===== src/rtl/dual_timer_map.svh =====
// register offsets, field positions and reset values of the dual timer
`ifndef DUAL_TIMER_MAP_SVH
`define DUAL_TIMER_MAP_SVH
// byte offsets on the register bus
`define OFS_PRESCALE   8'h00
`define OFS_FIRST_CNT  8'h04
`define OFS_SECOND_CNT 8'h08
`define OFS_RELOAD_A   8'h0C
`define OFS_RELOAD_B   8'h10
`define OFS_CONTROL    8'h14
`define OFS_IRQ        8'h18
// interrupt register field positions
`define IRQ_EN_LSB     0
`define IRQ_PEND_LSB   4
`define IRQ_SRC_N      4
// reset values
`define RST_PRESCALE   5'h00
`define RST_COUNT      16'h0000
`define RST_CONTROL    14'h0000
`define RST_IRQ        4'h0
`endif


===== src/rtl/dual_timer_pkg.sv =====
// types of the dual timer
package dual_timer_pkg;
  // operating mode, code 0 is mode 1
  typedef enum logic [1:0] {
    MODE_PWM     = 2'h0,
    MODE_CAPTURE = 2'h1,
    MODE_DUAL    = 2'h2,
    MODE_RSVD    = 2'h3
  } mode_e;
  // counter clock source selector
  typedef enum logic [2:0] {
    SRC_NONE   = 3'h0,
    SRC_PRESC  = 3'h1,
    SRC_EXT    = 3'h2,
    SRC_PULSE  = 3'h3,
    SRC_SLOW   = 3'h4
  } clk_src_e;
  // control register layout, msb first
  typedef struct packed {
    logic     pin_a_output_level;
    logic     preset_b;
    logic     preset_a;
    logic     pin_b_neg;
    logic     pin_a_neg;
    logic     pin_a_enable;
    clk_src_e src2;
    clk_src_e src1;
    mode_e    mode;
  } ctrl_s;
endpackage


===== src/rtl/dual_timer.sv =====
// dual 16-bit timer with prescaler, capture, pwm and wishbone registers
`timescale 1ns/10ps
`default_nettype none
`include "dual_timer_map.svh"
module dual_timer #(
  parameter int COUNT_W = 16,
  parameter int PRESC_W = 5
) (
  // clock and reset
  input  wire logic        mclk_in,
  input  wire logic        srst_in,
  // wishbone slave
  input  wire logic        wb_cyc_in,
  input  wire logic        wb_stb_in,
  input  wire logic        wb_we_in,
  input  wire logic [7:0]  wb_adr_in,
  input  wire logic [3:0]  wb_sel_in,
  input  wire logic [31:0] wb_dat_in,
  output logic      [31:0] wb_dat_out,
  output logic             wb_ack_out,
  // timer pins
  input  wire logic        pin_a_in,
  output logic             pin_a_out,
  output logic             pin_a_oe_out,
  input  wire logic        pin_b_in,
  input  wire logic        slow_clk_in,
  // system interrupts
  output logic             timer_irq1_out,
  output logic             timer_irq2_out
);
  import dual_timer_pkg::*;

  // ****************************************
  // elaboration checks
  // ****************************************
  if (COUNT_W < 2 || COUNT_W > 16 || PRESC_W < 1 || PRESC_W > 8) begin : g_bad_param
    $error("dual_timer: unsupported COUNT_W or PRESC_W");
  end

  // ****************************************
  // declarations
  // ****************************************
  localparam logic [COUNT_W-1:0] ONES = {COUNT_W{1'b1}};
  localparam logic [COUNT_W-1:0] ZERO = {COUNT_W{1'b0}};
  logic [PRESC_W-1:0] presc_div_reg;
  logic [PRESC_W-1:0] presc_cnt_reg;
  logic               presc_tick;
  logic [COUNT_W-1:0] cnt1_reg;
  logic [COUNT_W-1:0] cnt2_reg;
  logic [COUNT_W-1:0] rca_reg;
  logic [COUNT_W-1:0] rcb_reg;
  logic [COUNT_W-1:0] reload1;
  ctrl_s              ctrl_reg;
  ctrl_s              ctrl_next;
  logic [3:0]         irq_en_reg;
  logic [3:0]         pend_reg;
  logic [3:0]         pend_set;
  logic [3:0]         pend_clr;
  logic               use_b_reg;
  logic               ack_reg;
  logic [31:0]        rdata;
  logic [31:0]        wmerge;
  logic               bus_req;
  logic               wr_div, wr_cnt1, wr_cnt2, wr_rca, wr_rcb, wr_ctrl, wr_irq;
  logic [2:0]         sync1_reg;
  logic [2:0]         sync2_reg;
  logic [2:0]         sync3_reg;
  logic               edge_a, edge_b, level_b_ok, slow_tick;
  logic               tick1, tick2, uf1, uf2, cap_a, cap_b, preset1, toggle_a;
  logic               is_pwm, is_cap, restart;

  // ****************************************
  // register bus
  // ****************************************
  // apply byte enables to write data
  function automatic logic [31:0] merge_lanes(input logic [31:0] old_v,
                                              input logic [31:0] new_v,
                                              input logic [3:0]  sel);
    logic [31:0] res;
    res = old_v;
    for (int i = 0; i < 4; i++) begin
      if (sel[i]) begin
        res[i*8 +: 8] = new_v[i*8 +: 8];
      end
    end
    return res;
  endfunction

  // a request is taken in its first cycle, ack follows one cycle later
  assign bus_req = wb_cyc_in & wb_stb_in & ~ack_reg;
  assign wb_ack_out = ack_reg;

  // read mux, unmapped offsets read zero
  always_comb begin
    rdata = 32'h0000_0000;
    case (wb_adr_in)
      `OFS_PRESCALE:   rdata[PRESC_W-1:0] = presc_div_reg;
      `OFS_FIRST_CNT:  rdata[COUNT_W-1:0] = cnt1_reg;
      `OFS_SECOND_CNT: rdata[COUNT_W-1:0] = cnt2_reg;
      `OFS_RELOAD_A:   rdata[COUNT_W-1:0] = rca_reg;
      `OFS_RELOAD_B:   rdata[COUNT_W-1:0] = rcb_reg;
      `OFS_CONTROL:    rdata[$bits(ctrl_s)-1:0] = ctrl_reg;
      `OFS_IRQ:        rdata[7:0] = {pend_reg, irq_en_reg};
      default:         rdata = 32'h0000_0000;
    endcase
  end

  // write strobes per register
  always_comb begin
    wmerge  = merge_lanes(rdata, wb_dat_in, wb_sel_in);
    wr_div  = bus_req & wb_we_in & (wb_adr_in == `OFS_PRESCALE);
    wr_cnt1 = bus_req & wb_we_in & (wb_adr_in == `OFS_FIRST_CNT);
    wr_cnt2 = bus_req & wb_we_in & (wb_adr_in == `OFS_SECOND_CNT);
    wr_rca  = bus_req & wb_we_in & (wb_adr_in == `OFS_RELOAD_A);
    wr_rcb  = bus_req & wb_we_in & (wb_adr_in == `OFS_RELOAD_B);
    wr_ctrl = bus_req & wb_we_in & (wb_adr_in == `OFS_CONTROL);
    wr_irq  = bus_req & wb_we_in & (wb_adr_in == `OFS_IRQ);
  end

  // ack pulse and registered read data
  always_ff @(posedge mclk_in) begin
    if (srst_in) begin
      ack_reg    <= 1'b0;
      wb_dat_out <= 32'h0000_0000;
    end else begin
      ack_reg <= bus_req;
      if (bus_req) begin
        wb_dat_out <= rdata;
      end
    end
  end

  // ****************************************
  // pin synchronisers and edge detection
  // ****************************************
  // slow clock, pin b, pin a through two flops plus a history flop
  for (genvar g = 0; g < 3; g++) begin : g_sync
    always_ff @(posedge mclk_in) begin
      if (srst_in) begin
        sync1_reg[g] <= 1'b0;
        sync2_reg[g] <= 1'b0;
        sync3_reg[g] <= 1'b0;
      end else begin
        sync1_reg[g] <= (g == 0) ? pin_a_in : (g == 1) ? pin_b_in : slow_clk_in;
        sync2_reg[g] <= sync1_reg[g];
        sync3_reg[g] <= sync2_reg[g];
      end
    end
  end

  // selected-polarity edges of pins a and b, selected-polarity level of pin b, rising edge of the slow clock
  always_comb begin
    edge_a = ctrl_reg.pin_a_neg ? (sync3_reg[0] & ~sync2_reg[0])
                                : (~sync3_reg[0] & sync2_reg[0]);
    edge_b = ctrl_reg.pin_b_neg ? (sync3_reg[1] & ~sync2_reg[1])
                                : (~sync3_reg[1] & sync2_reg[1]);
    level_b_ok = ctrl_reg.pin_b_neg ? ~sync2_reg[1] : sync2_reg[1];
    slow_tick  = ~sync3_reg[2] & sync2_reg[2]; // no clock, no edge seen
  end

  // ****************************************
  // prescaler
  // ****************************************
  // divisor register, software access only
  always_ff @(posedge mclk_in) begin
    if (srst_in) begin
      presc_div_reg <= PRESC_W'(`RST_PRESCALE);
    end else if (wr_div) begin
      presc_div_reg <= wmerge[PRESC_W-1:0];
    end
  end

  // hidden down counter, tick when it reaches zero
  always_ff @(posedge mclk_in) begin
    if (srst_in) begin
      presc_cnt_reg <= PRESC_W'(`RST_PRESCALE);
    end else if (presc_cnt_reg == '0) begin
      presc_cnt_reg <= presc_div_reg;
    end else begin
      presc_cnt_reg <= presc_cnt_reg - 1'b1;
    end
  end
  assign presc_tick = (presc_cnt_reg == '0);

  // ****************************************
  // clock source selectors
  // ****************************************
  function automatic logic pick_tick(input clk_src_e src, input logic presc,
                                     input logic ext, input logic lvl,
                                     input logic slow);
    case (src)
      SRC_PRESC: return presc;
      SRC_EXT:   return ext;
      SRC_PULSE: return presc & lvl;
      SRC_SLOW:  return slow;
      default:   return 1'b0;
    endcase
  endfunction

  // per-counter ticks; capture mode keeps pin b away from counter 1
  always_comb begin
    is_pwm = (ctrl_reg.mode == MODE_PWM);
    is_cap = (ctrl_reg.mode == MODE_CAPTURE);
    tick1  = pick_tick(ctrl_reg.src1, presc_tick, edge_b, level_b_ok, slow_tick);
    if (is_cap && (ctrl_reg.src1 == SRC_EXT || ctrl_reg.src1 == SRC_PULSE)) begin
      tick1 = 1'b0;
    end
    tick2 = pick_tick(ctrl_reg.src2, presc_tick, edge_b, level_b_ok, slow_tick);
  end

  // ****************************************
  // counter 1 and capture registers
  // ****************************************
  // events of the first counter
  always_comb begin
    cap_a    = is_cap & edge_a;
    cap_b    = is_cap & edge_b;
    preset1  = (cap_a & ctrl_reg.preset_a) | (cap_b & ctrl_reg.preset_b);
    uf1      = tick1 & (cnt1_reg == ZERO) & ~wr_cnt1 & ~preset1;
    toggle_a = uf1 & ~is_cap & ctrl_reg.pin_a_enable;
    restart  = wr_ctrl & ((wmerge[1:0] != ctrl_reg.mode) | (wmerge[4:2] != ctrl_reg.src1));
    if (is_pwm) begin
      reload1 = use_b_reg ? rcb_reg : rca_reg;
    end else if (is_cap) begin
      reload1 = ONES;
    end else begin
      reload1 = rca_reg;
    end
  end

  // first counter: software load, capture preset, then counting
  always_ff @(posedge mclk_in) begin
    if (srst_in) begin
      cnt1_reg <= COUNT_W'(`RST_COUNT);
    end else if (wr_cnt1) begin
      cnt1_reg <= wmerge[COUNT_W-1:0];
    end else if (preset1) begin
      cnt1_reg <= ONES;
    end else if (uf1) begin
      cnt1_reg <= reload1;
    end else if (tick1) begin
      cnt1_reg <= cnt1_reg - 1'b1;
    end
  end

  // alternate reload selector, back to a on reset or restart
  always_ff @(posedge mclk_in) begin
    if (srst_in) begin
      use_b_reg <= 1'b0;
    end else if (restart) begin
      use_b_reg <= 1'b0;
    end else if (uf1 && is_pwm) begin
      use_b_reg <= ~use_b_reg;
    end
  end

  // reload/capture a, capture wins over software
  always_ff @(posedge mclk_in) begin
    if (srst_in) begin
      rca_reg <= COUNT_W'(`RST_COUNT);
    end else if (cap_a) begin
      rca_reg <= cnt1_reg;
    end else if (wr_rca) begin
      rca_reg <= wmerge[COUNT_W-1:0];
    end
  end

  // reload/capture b, capture wins over software
  always_ff @(posedge mclk_in) begin
    if (srst_in) begin
      rcb_reg <= COUNT_W'(`RST_COUNT);
    end else if (cap_b) begin
      rcb_reg <= cnt1_reg;
    end else if (wr_rcb) begin
      rcb_reg <= wmerge[COUNT_W-1:0];
    end
  end

  // ****************************************
  // counter 2
  // ****************************************
  assign uf2 = tick2 & (cnt2_reg == ZERO) & ~wr_cnt2;

  // second counter wraps in modes 1/2, reloads from b otherwise
  always_ff @(posedge mclk_in) begin
    if (srst_in) begin
      cnt2_reg <= COUNT_W'(`RST_COUNT);
    end else if (wr_cnt2) begin
      cnt2_reg <= wmerge[COUNT_W-1:0];
    end else if (uf2) begin
      cnt2_reg <= (is_pwm | is_cap) ? ONES : rcb_reg;
    end else if (tick2) begin
      cnt2_reg <= cnt2_reg - 1'b1;
    end
  end

  // ****************************************
  // control, pin a and interrupts
  // ****************************************
  // control register, level bit toggled by hardware
  always_comb begin
    ctrl_next = ctrl_reg;
    if (wr_ctrl) begin
      ctrl_next = ctrl_s'(wmerge[$bits(ctrl_s)-1:0]);
    end else if (toggle_a) begin
      ctrl_next.pin_a_output_level = ~ctrl_reg.pin_a_output_level;
    end
  end

  always_ff @(posedge mclk_in) begin
    if (srst_in) begin
      ctrl_reg <= ctrl_s'(`RST_CONTROL);
    end else begin
      ctrl_reg <= ctrl_next;
    end
  end

  // pin a mirrors the level bit, driven when pin_a_enable is set, except in capture mode
  always_ff @(posedge mclk_in) begin
    if (srst_in) begin
      pin_a_out    <= 1'b0;
      pin_a_oe_out <= 1'b0;
    end else begin
      pin_a_out    <= ctrl_next.pin_a_output_level;
      pin_a_oe_out <= ctrl_next.pin_a_enable & (ctrl_next.mode != MODE_CAPTURE);
    end
  end

  // pending sources a..d
  always_comb begin
    pend_set[0] = (uf1 & ~is_cap & (~is_pwm | ~use_b_reg)) | cap_a;
    pend_set[1] = (uf1 & is_pwm & use_b_reg) | cap_b;
    pend_set[2] = uf1 & is_cap;
    pend_set[3] = uf2;
    pend_clr    = wr_irq ? wmerge[`IRQ_PEND_LSB +: `IRQ_SRC_N] : 4'h0;
  end

  // enables and sticky pending, write one clears, set wins
  always_ff @(posedge mclk_in) begin
    if (srst_in) begin
      irq_en_reg <= `RST_IRQ;
      pend_reg   <= `RST_IRQ;
    end else begin
      if (wr_irq) begin
        irq_en_reg <= wmerge[`IRQ_EN_LSB +: `IRQ_SRC_N];
      end
      pend_reg <= (pend_reg & ~pend_clr) | pend_set;
    end
  end

  // system interrupt requests
  assign timer_irq1_out = |(pend_reg[2:0] & irq_en_reg[2:0]);
  assign timer_irq2_out = pend_reg[3] & irq_en_reg[3];

  // ****************************************
  // assertions
  // ****************************************
  chk_presc_full_rate: assert property (@(posedge mclk_in) disable iff (srst_in)
    (presc_div_reg == '0 && $past(presc_div_reg) == '0 && $past(presc_cnt_reg) == '0)
      |-> presc_tick)
    else $error("prescaler not ticking at full rate");
  chk_presc_reset: assert property (@(posedge mclk_in)
    srst_in |=> (presc_div_reg == '0 && presc_cnt_reg == '0))
    else $error("prescaler not cleared by reset");
  chk_dual_reload: assert property (@(posedge mclk_in) disable iff (srst_in)
    (uf1 && ctrl_reg.mode == MODE_DUAL) |=> cnt1_reg == $past(rca_reg))
    else $error("mode 3 reload not from a");
  chk_pwm_alternate: assert property (@(posedge mclk_in) disable iff (srst_in)
    (uf1 && is_pwm) |=> cnt1_reg == ($past(use_b_reg) ? $past(rcb_reg) : $past(rca_reg)))
    else $error("pwm reload source wrong");
  chk_pwm_toggle: assert property (@(posedge mclk_in) disable iff (srst_in)
    (uf1 && is_pwm && ctrl_reg.pin_a_enable && !wr_ctrl)
      |=> pin_a_out != $past(pin_a_out))
    else $error("pin a not toggled on underflow");
  chk_pend_sticky: assert property (@(posedge mclk_in) disable iff (srst_in)
    (pend_reg[0] && !pend_clr[0]) |=> pend_reg[0])
    else $error("pending flag lost");
  chk_capture_a: assert property (@(posedge mclk_in) disable iff (srst_in)
    cap_a |=> rca_reg == $past(cnt1_reg))
    else $error("capture a missed");
  chk_capture_preset: assert property (@(posedge mclk_in) disable iff (srst_in)
    (cap_b && ctrl_reg.preset_b && !wr_cnt1) |=> (cnt1_reg == ONES && pend_reg[1]))
    else $error("preset after capture missing");
  chk_cap_src_stop: assert property (@(posedge mclk_in) disable iff (srst_in)
    (is_cap && ctrl_reg.src1 == SRC_EXT && !wr_cnt1 && !preset1)
      |=> cnt1_reg == $past(cnt1_reg))
    else $error("counter 1 ran on pin b in capture mode");
  chk_irq1_gate: assert property (@(posedge mclk_in) disable iff (srst_in)
    (pend_set[0] && irq_en_reg[0] && !wr_irq) |=> timer_irq1_out)
    else $error("irq1 not raised by enabled pending a");
  chk_second_uf: assert property (@(posedge mclk_in) disable iff (srst_in)
    (uf2 && (is_pwm || is_cap)) |=> (pend_reg[3] && cnt2_reg == ONES))
    else $error("second underflow not flagged");
endmodule
`default_nettype wire


===== config.mk =====
export PLATFORM = sky130hd
export DESIGN_NAME = dual_timer
export DESIGN_NICKNAME = d
export VERILOG_FILES = /design/src/rtl/dual_timer_pkg.sv /design/src/rtl/dual_timer.sv
export VERILOG_INCLUDE_DIRS = /design/src /design/src/rtl
export SDC_FILE = /design/constraint.sdc
export NUM_CORES = 1
export LEC_CHECK = 0
export BUFFER_PORTS_ARGS = -buffer_cell sky130_fd_sc_hd__buf_2
export CAP_MARGIN = 10
export CORE_UTILIZATION = 50
export DETAILED_ROUTE_END_ITERATION = 7
export PLACE_DENSITY = 0.7
export SLEW_MARGIN = 20
export SYNTH_ARGS = -nofsm -noshare
export SYNTH_HDL_FRONTEND = slang
export SYNTH_SLANG_ARGS = --single-unit
export TNS_END_PERCENT = 10

===== constraint.sdc =====
create_clock -name mclk_in -period 3 [get_ports mclk_in]
set_input_delay 0.15 -clock mclk_in [delete_from_list [all_inputs] [get_ports mclk_in]]
set_output_delay 0.15 -clock mclk_in [all_outputs]
set_load 0.05 [all_outputs]

==> results of run 1 <==
worst max-delay path: cells and delay by family (launching register included):
family | cells | cell delay [ps]
buf+inv | 2 | 280
compound gates | 3 | 500
flops | 1 | 320
simple gates | 4 | 1480
fa+ha+maj | 1 | 170
placed cells by master (no fill, tap or decap), types with 11 or more instances in the layout:
| master | synthesis | final |
|---|---|---|
| dfxtp_1 | 124 | 124 |
| buf_2 | 5 | 53 |
| or3_1 | 23 | 22 |
| a211oi_1 | 34 | 34 |
| nand3_1 | 32 | 32 |
| conb_1 | 1 | 16 |
| a22oi_1 | 12 | 12 |
| nor2_1 | 134 | 133 |
| mux2i_1 | 26 | 26 |
| buf_4 | 16 | 66 |
| nor3_1 | 31 | 31 |
| nand2_1 | 89 | 89 |
| o21ai_0 | 57 | 57 |
| o211ai_1 | 12 | 12 |
| nor2b_1 | 16 | 16 |
| xnor2_1 | 12 | 12 |
| a21oi_1 | 89 | 89 |
| mux2_2 | 21 | 21 |
| clkbuf_16 | 0 | 17 |
| o22ai_1 | 11 | 11 |
| inv_1 | 15 | 15 |
| nand4_1 | 11 | 11 |
report_power, final:
| group | switching [mW] | internal [mW] | leakage (nW) |
|---|---|---|---|
| Combinational | 0.341 | 0.183 | 2.17 |
| Sequential | 0.0278 | 1.69 | 1.00 |
| Clock | 0.751 | 1.33 | 0.297 |
repair_timing:
item | in CTS | in global routing
gates resized for setup | 0 | 4
hold buffers | 3 | 0
endpoints found under the hold margin | 3 | 0
endpoints found under the setup margin | 0 | 4
layout make-up:
class / count / area (µm²)
Clock buffer: 25 / 505.5
Clock inverter: 7 / 85.08
Fill cell: 1371 / 5792
Inverter: 16 / 60.06
Multi-Input combinational cell: 771 / 4588
Sequential cell: 124 / 2482
Tap cell: 184 / 230.2
Timing Repair Buffer: 122 / 790.8
cells in the mapped netlist (all sizes together), types with 6 or more instances:
| cell | number |
|---|---|
| nand4 | 11 |
| xnor2 | 12 |
| a22oi | 12 |
| o211ai | 12 |
| a311oi | 9 |
| inv | 16 |
| nand2b | 6 |
| nor2b | 16 |
| o22ai | 11 |
| nand3 | 32 |
| o21ai | 58 |
| dfxtp | 124 |
| mux2 | 21 |
| clkbuf | 68 |
| nand2 | 89 |
| nor3 | 31 |
| nor3b | 7 |
| buf | 25 |
| or3 | 23 |
| a211oi | 35 |
| a21o | 8 |
| nor4 | 9 |
| a21oi | 89 |
| mux2i | 26 |
| a221oi | 10 |
| nor2 | 134 |
| xor2 | 7 |
worst paths after layout:
kind / endpoint / from / cells past startpoint / slack, ps
min reg2reg: sync2_reg[1] / sync1_reg[1] / 1 / 430
min: cnt2_reg[7] / wb_dat_in[7] / 3 / 80
max: pend_reg[1] / presc_cnt_reg[0] / 10 / 200
max reg2reg: pend_reg[1] / presc_cnt_reg[0] / 10 / 200
cells by family after synthesis:
| logic type | Yosys count | synth area share [%] |
|---|---|---|
| AO/OA/AOI/OAI | 289 | 24.99 |
| XOR/XNOR | 19 | 2.228 |
| adder cells (fa/ha/maj) | 4 | 0.6700 |
| buffers and inverters | 109 | 6.365 |
| flip-flops | 124 | 33.23 |
| multiplexers | 48 | 6.951 |
| other | 1 | 0.05020 |
| AND/OR/NAND/NOR | 395 | 25.51 |
layer usage:
layer	up-vias	global-route usage (%)
li1	3706	-
met4	0	18.07
met3	97	6.121
met1	3751	46.91
met2	524	50.18
met5	-	0
==> flow_metrics.env, run 1 <==
export IMPL_outcome="finished clean"
export IMPL_gp_congestion=0.9832
export IMPL_io_pins=89
export IMPL_synth_seq_cells=124
export IMPL_hpwl_um=19360
export IMPL_crit_type="flip-flop to flip-flop"
export IMPL_cts_buffers=17
export IMPL_start_util_pct=51.39
export IMPL_fin_ws_ps=202.3
export IMPL_leakage_nw=3.466
export IMPL_fin_crit_ps=2798
export IMPL_drt_vias_per_instance=6.468
export IMPL_clk_pin_slew_worst_paths_ps=60
export IMPL_drt_iter0_markers=1243
export IMPL_ys_seq_area_share_pct=33.23
export IMPL_synth_area_per_cell_um2=7.553
export IMPL_worst_pin_slew_ps=1098
export IMPL_synth_ff_type="dfxtp_1"
export IMPL_crit_chain="inv_1 -> ha_1 -> or4b_1 -> buf_4 -> nor3b_1 -> a32oi_1 -> and2_1 -> nor3_1 -> a21oi_1 -> a21oi_1"
export IMPL_tritoncts="done"
export IMPL_post_place_ws_ps=170.0
export IMPL_hold_path_class="input pin to flip-flop"
export IMPL_port_buffers=54
export IMPL_arrival_ps=3160
export IMPL_grt_pass1_vias=7217
export IMPL_fin_util_pct=60.15
export IMPL_dr_wl_met3_um=2708
export IMPL_cts_buffer_depth=2
export IMPL_hold_viol_final=0
export IMPL_ctsHtreeMaxLevel=4
export IMPL_synth_area_leaders="dfxtp_1 (33%), nor2_1 (6.7%), a21oi_1 (6.0%)"
export IMPL_overflow=0
export IMPL_dp_cells=1214
export IMPL_dpl_instance_area_um2=8108
export IMPL_yosysUniqueCellTypes=70
export IMPL_cp_max_fo=9
export IMPL_clock_skew_ps=9.749
export IMPL_fin_area_um2=8742
export IMPL_fin_hold_ws_ps=83.94
export IMPL_slew_violations=0
export IMPL_num_antenna_cells=0
export IMPL_fmax_mhz=357.4
export IMPL_cp_slowest_cell="or4b_1"
export IMPL_cpPeakStageDelay_ps=490
export IMPL_synth_cells=989
export IMPL_via_count=8078
export IMPL_antenna_found_initial=1
export IMPL_cp_required_ps=3370
export IMPL_routed_wl_um=26290
export IMPL_grt_start_max_net_pins=41
export IMPL_finalSetupTns_ps=0
export IMPL_final_antenna_net_count=0
export IMPL_die_w_um=124.2
export IMPL_power_density_nw_per_um2=494.4
export IMPL_slew_headroom_pct=26.83
export IMPL_startpoint_type="flip-flop"
export IMPL_drc=0
export IMPL_dieArea_um2=15430
export IMPL_cts_sinks=124
export IMPL_netlist_area_um2=7470
export IMPL_rows=44
export IMPL_finalPower_mw=4.322
export IMPL_first_pass_iters=6
export IMPL_async_flop_share_pct=0
export IMPL_fin_nets=1108
export IMPL_synth_edff_count=0
export IMPL_routed_top_layer="met4"
export IMPL_yosys_warnings=0
export IMPL_cts_root_buf="clkbuf_16"
export IMPL_endpoint_kind="flip-flop"
export IMPL_met1_length_um=11090
export IMPL_drive_gt1_share_pct=17.46
export IMPL_cts_setup_buffers=0
export IMPL_core_area_um2=14530
export IMPL_path_common_cell="a21oi_1"
export IMPL_ir_drop_uv=410.3
export IMPL_grt_pass1_wl_um=40950
export IMPL_dr_wl_met2_um=11320
export IMPL_clk_latency_ps=430
export IMPL_synth_top_cell_area_share_pct=33.23
export IMPL_areaGrowthSynthToFinish_pct=17.04
export IMPL_finalCritPeriodShare_pct=93.26
export IMPL_setup_violations=0
export IMPL_routedWlPerCell_um=21.05
export IMPL_drv_cap=0
export IMPL_yosysTopAreaCell="dfxtp_1"
export IMPL_post_layout_nonfiller_instances=1249
export IMPL_dieHeight_um=124.2
export IMPL_grt_usage_pct=34.00
export IMPL_rsz0062_at_grt="no"
Power figures use the tool's default switching activity.
==> inputs of run 2 (changes only) <==
- CORE_ASPECT_RATIO: default -> 0.8
- GPL_ROUTABILITY_DRIVEN: default -> 0
- MAX_ROUTING_LAYER: default -> met4
==> run 2 against run 1 <==
  * The run now ends with DRC left
  * Hold slack worse by 18 ps
  * Combinational power increased by 1%
  * Sequential cell count did not move
  * Largest power group unchanged
  * Highest routed layer unchanged
==> flow_metrics.env, run 2 (synthesized netlist as in run 1, its figures left out) <==
export IMPL_cts_buffer_depth=2
export IMPL_fin_nets=1110
export IMPL_via_count=8245
export IMPL_drt_vias_per_instance=6.591
export IMPL_ir_drop_uv=443.3
export IMPL_multi_input_comb_area_um2=4579
export IMPL_endpoint_kind="flip-flop"
export IMPL_slew_violations=0
export IMPL_setup_violations=0
export IMPL_grt_pass1_wl_um=42700
export IMPL_first_pass_iters=8
export IMPL_hold_path_class="input pin to flip-flop"
export IMPL_regToRegSetupSlack_ps=110
export IMPL_layout_commonest_cell="nor2_1"
export IMPL_io_pins=89
export IMPL_dieHeight_um=111.3
export IMPL_fin_hold_ws_ps=66.44
export IMPL_tritoncts="done"
export IMPL_overflow=0
export IMPL_regArea_um2=2482
export IMPL_areaGrowthSynthToFinish_pct=16.95
export IMPL_fmax_mhz=345.5
export IMPL_slew_headroom_pct=25.54
export IMPL_rsz0062_at_grt="no"
export IMPL_drt_iter0_markers=1231
export IMPL_start_util_pct=51.72
export IMPL_routed_wl_um=27470
export IMPL_power_density_nw_per_um2=493.8
export IMPL_arrival_ps=3230
export IMPL_drive_gt1_share_pct=17.81
export IMPL_outcome="finished, violations left"
export IMPL_startpoint_type="flip-flop"
export IMPL_cp_max_fo=9
export IMPL_rows=39
export IMPL_layout_common_cells="nor2_1 (134), dfxtp_1 (124), a21oi_1 (89), nand2_1 (89), buf_4 (68)"
export IMPL_grt_start_max_net_pins=55
export IMPL_leakage_nw=3.453
export IMPL_finalCritPeriodShare_pct=96.48
export IMPL_finalSetupTns_ps=0
export IMPL_hpwl_um=19880
export IMPL_final_antenna_net_count=0
export IMPL_worst_pin_slew_ps=1086
export IMPL_fin_area_um2=8736
export IMPL_routedWlPerCell_um=21.96
export IMPL_dpl_instance_area_um2=8123
export IMPL_fin_crit_ps=2894
export IMPL_cts_root_buf="clkbuf_16"
export IMPL_antenna_found_initial=0
export IMPL_crit_type="flip-flop to flip-flop"
export IMPL_drv_cap=0
export IMPL_grt_pass1_vias=7423
export IMPL_cts_setup_buffers=0
export IMPL_cts_sinks=124
export IMPL_core_area_um2=14440
export IMPL_violations="DRC"
export IMPL_fill_cells=1293
export IMPL_num_antenna_cells=0
export IMPL_cts_buffers=17
export IMPL_clk_pin_slew_worst_paths_ps=70
export IMPL_drc=6
export IMPL_ctsHtreeMaxLevel=4
export IMPL_cp_required_ps=3340
export IMPL_clock_skew_ps=11.46
export IMPL_port_buffers=54
export IMPL_hold_viol_final=0
export IMPL_die_w_um=138.7
export IMPL_grt_usage_pct=36.97
export IMPL_clk_latency_ps=430
export IMPL_dieArea_um2=15440
-- run 2: changes by cell type in the layout (fill, tap and decap cells not counted), moves of 2 or more --
cell,delta
buf_4,+2
inv_6,+7
a2111oi_1,-2
clkinv_2,-5
clkinvlp_4,+4
clkbuf_8,-5
clkbuf_1,-3
a2111oi_0,+2
inv_8,+2
-- run 2: cell type report --
cell class,instances,area share (%)
Inverter,16,0.6875
Clock buffer,17,4.870
Tap cell,184,2.635
Clock inverter,15,1.747
Timing Repair Buffer,124,9.224
Multi-Input combinational cell,771,52.42
Sequential cell,124,28.42
-- run 2: worst max-delay path, cell delays in order, from the launching register on --
cell	delay [ps]
dfxtp_1	330
inv_1	80
ha_1	160
or4b_1	530
a211oi_2	240
a311oi_1	140
or2_1	410
or4_1	510
o2bb2ai_1	150
a221oi_2	260
-- run 2: path summary, 6_finish.rpt --
path                     from            end  cells past startpoint
max          presc_cnt_reg[0]    cnt2_reg[8]                      9
min              wb_dat_in[7]    cnt2_reg[7]                      3
max reg2reg  presc_cnt_reg[0]    cnt2_reg[8]                      9
min reg2reg     wb_dat_out[0]  wb_dat_out[0]                      2
-- run 2: timing repair --
action	4_1_cts	5_1_grt
gates resized for setup	0	2
hold buffers	3	0
endpoints found under the setup margin	0	5
hold endpoints to repair	3	0
-- run 2: per-layer routing --
| metal | vias to the layer above | part of all wire [%] | track usage, % |
|---|---|---|---|
| met5 | - | 0 | - |
| met4 | 0 | 3.2 | 13.70 |
| met3 | 88 | 15 | 12.53 |
| met2 | 655 | 40 | 50.59 |
| met1 | 3777 | 42 | 49.84 |
| li1 | 3725 | - | - |
-- run 2: where the power goes --
part,switching (mW),internal (mW),total (mW)
registers,0.0287,1.69,1.72
logic,0.346,0.184,0.530
clock network,0.894,1.17,2.06
total,1.27,3.05,4.31
-- run 2: per-stage QoR --
stage / setup WS, ps / utilization [%] / power (mW) / cells
CTS: 106.1 / 60.45 / 4.302 / 1251
global route: 11.17 / 60.48 / 4.449 / 1251
detailed placement: 118.1 / 56.24 / 2.271 / 1216
floorplan: 325.0 / - / 2.137 / 1004
global placement: 182.2 / 56.24 / 2.266 / 1216
finish: 105.6 / 60.48 / 4.314 / 1251
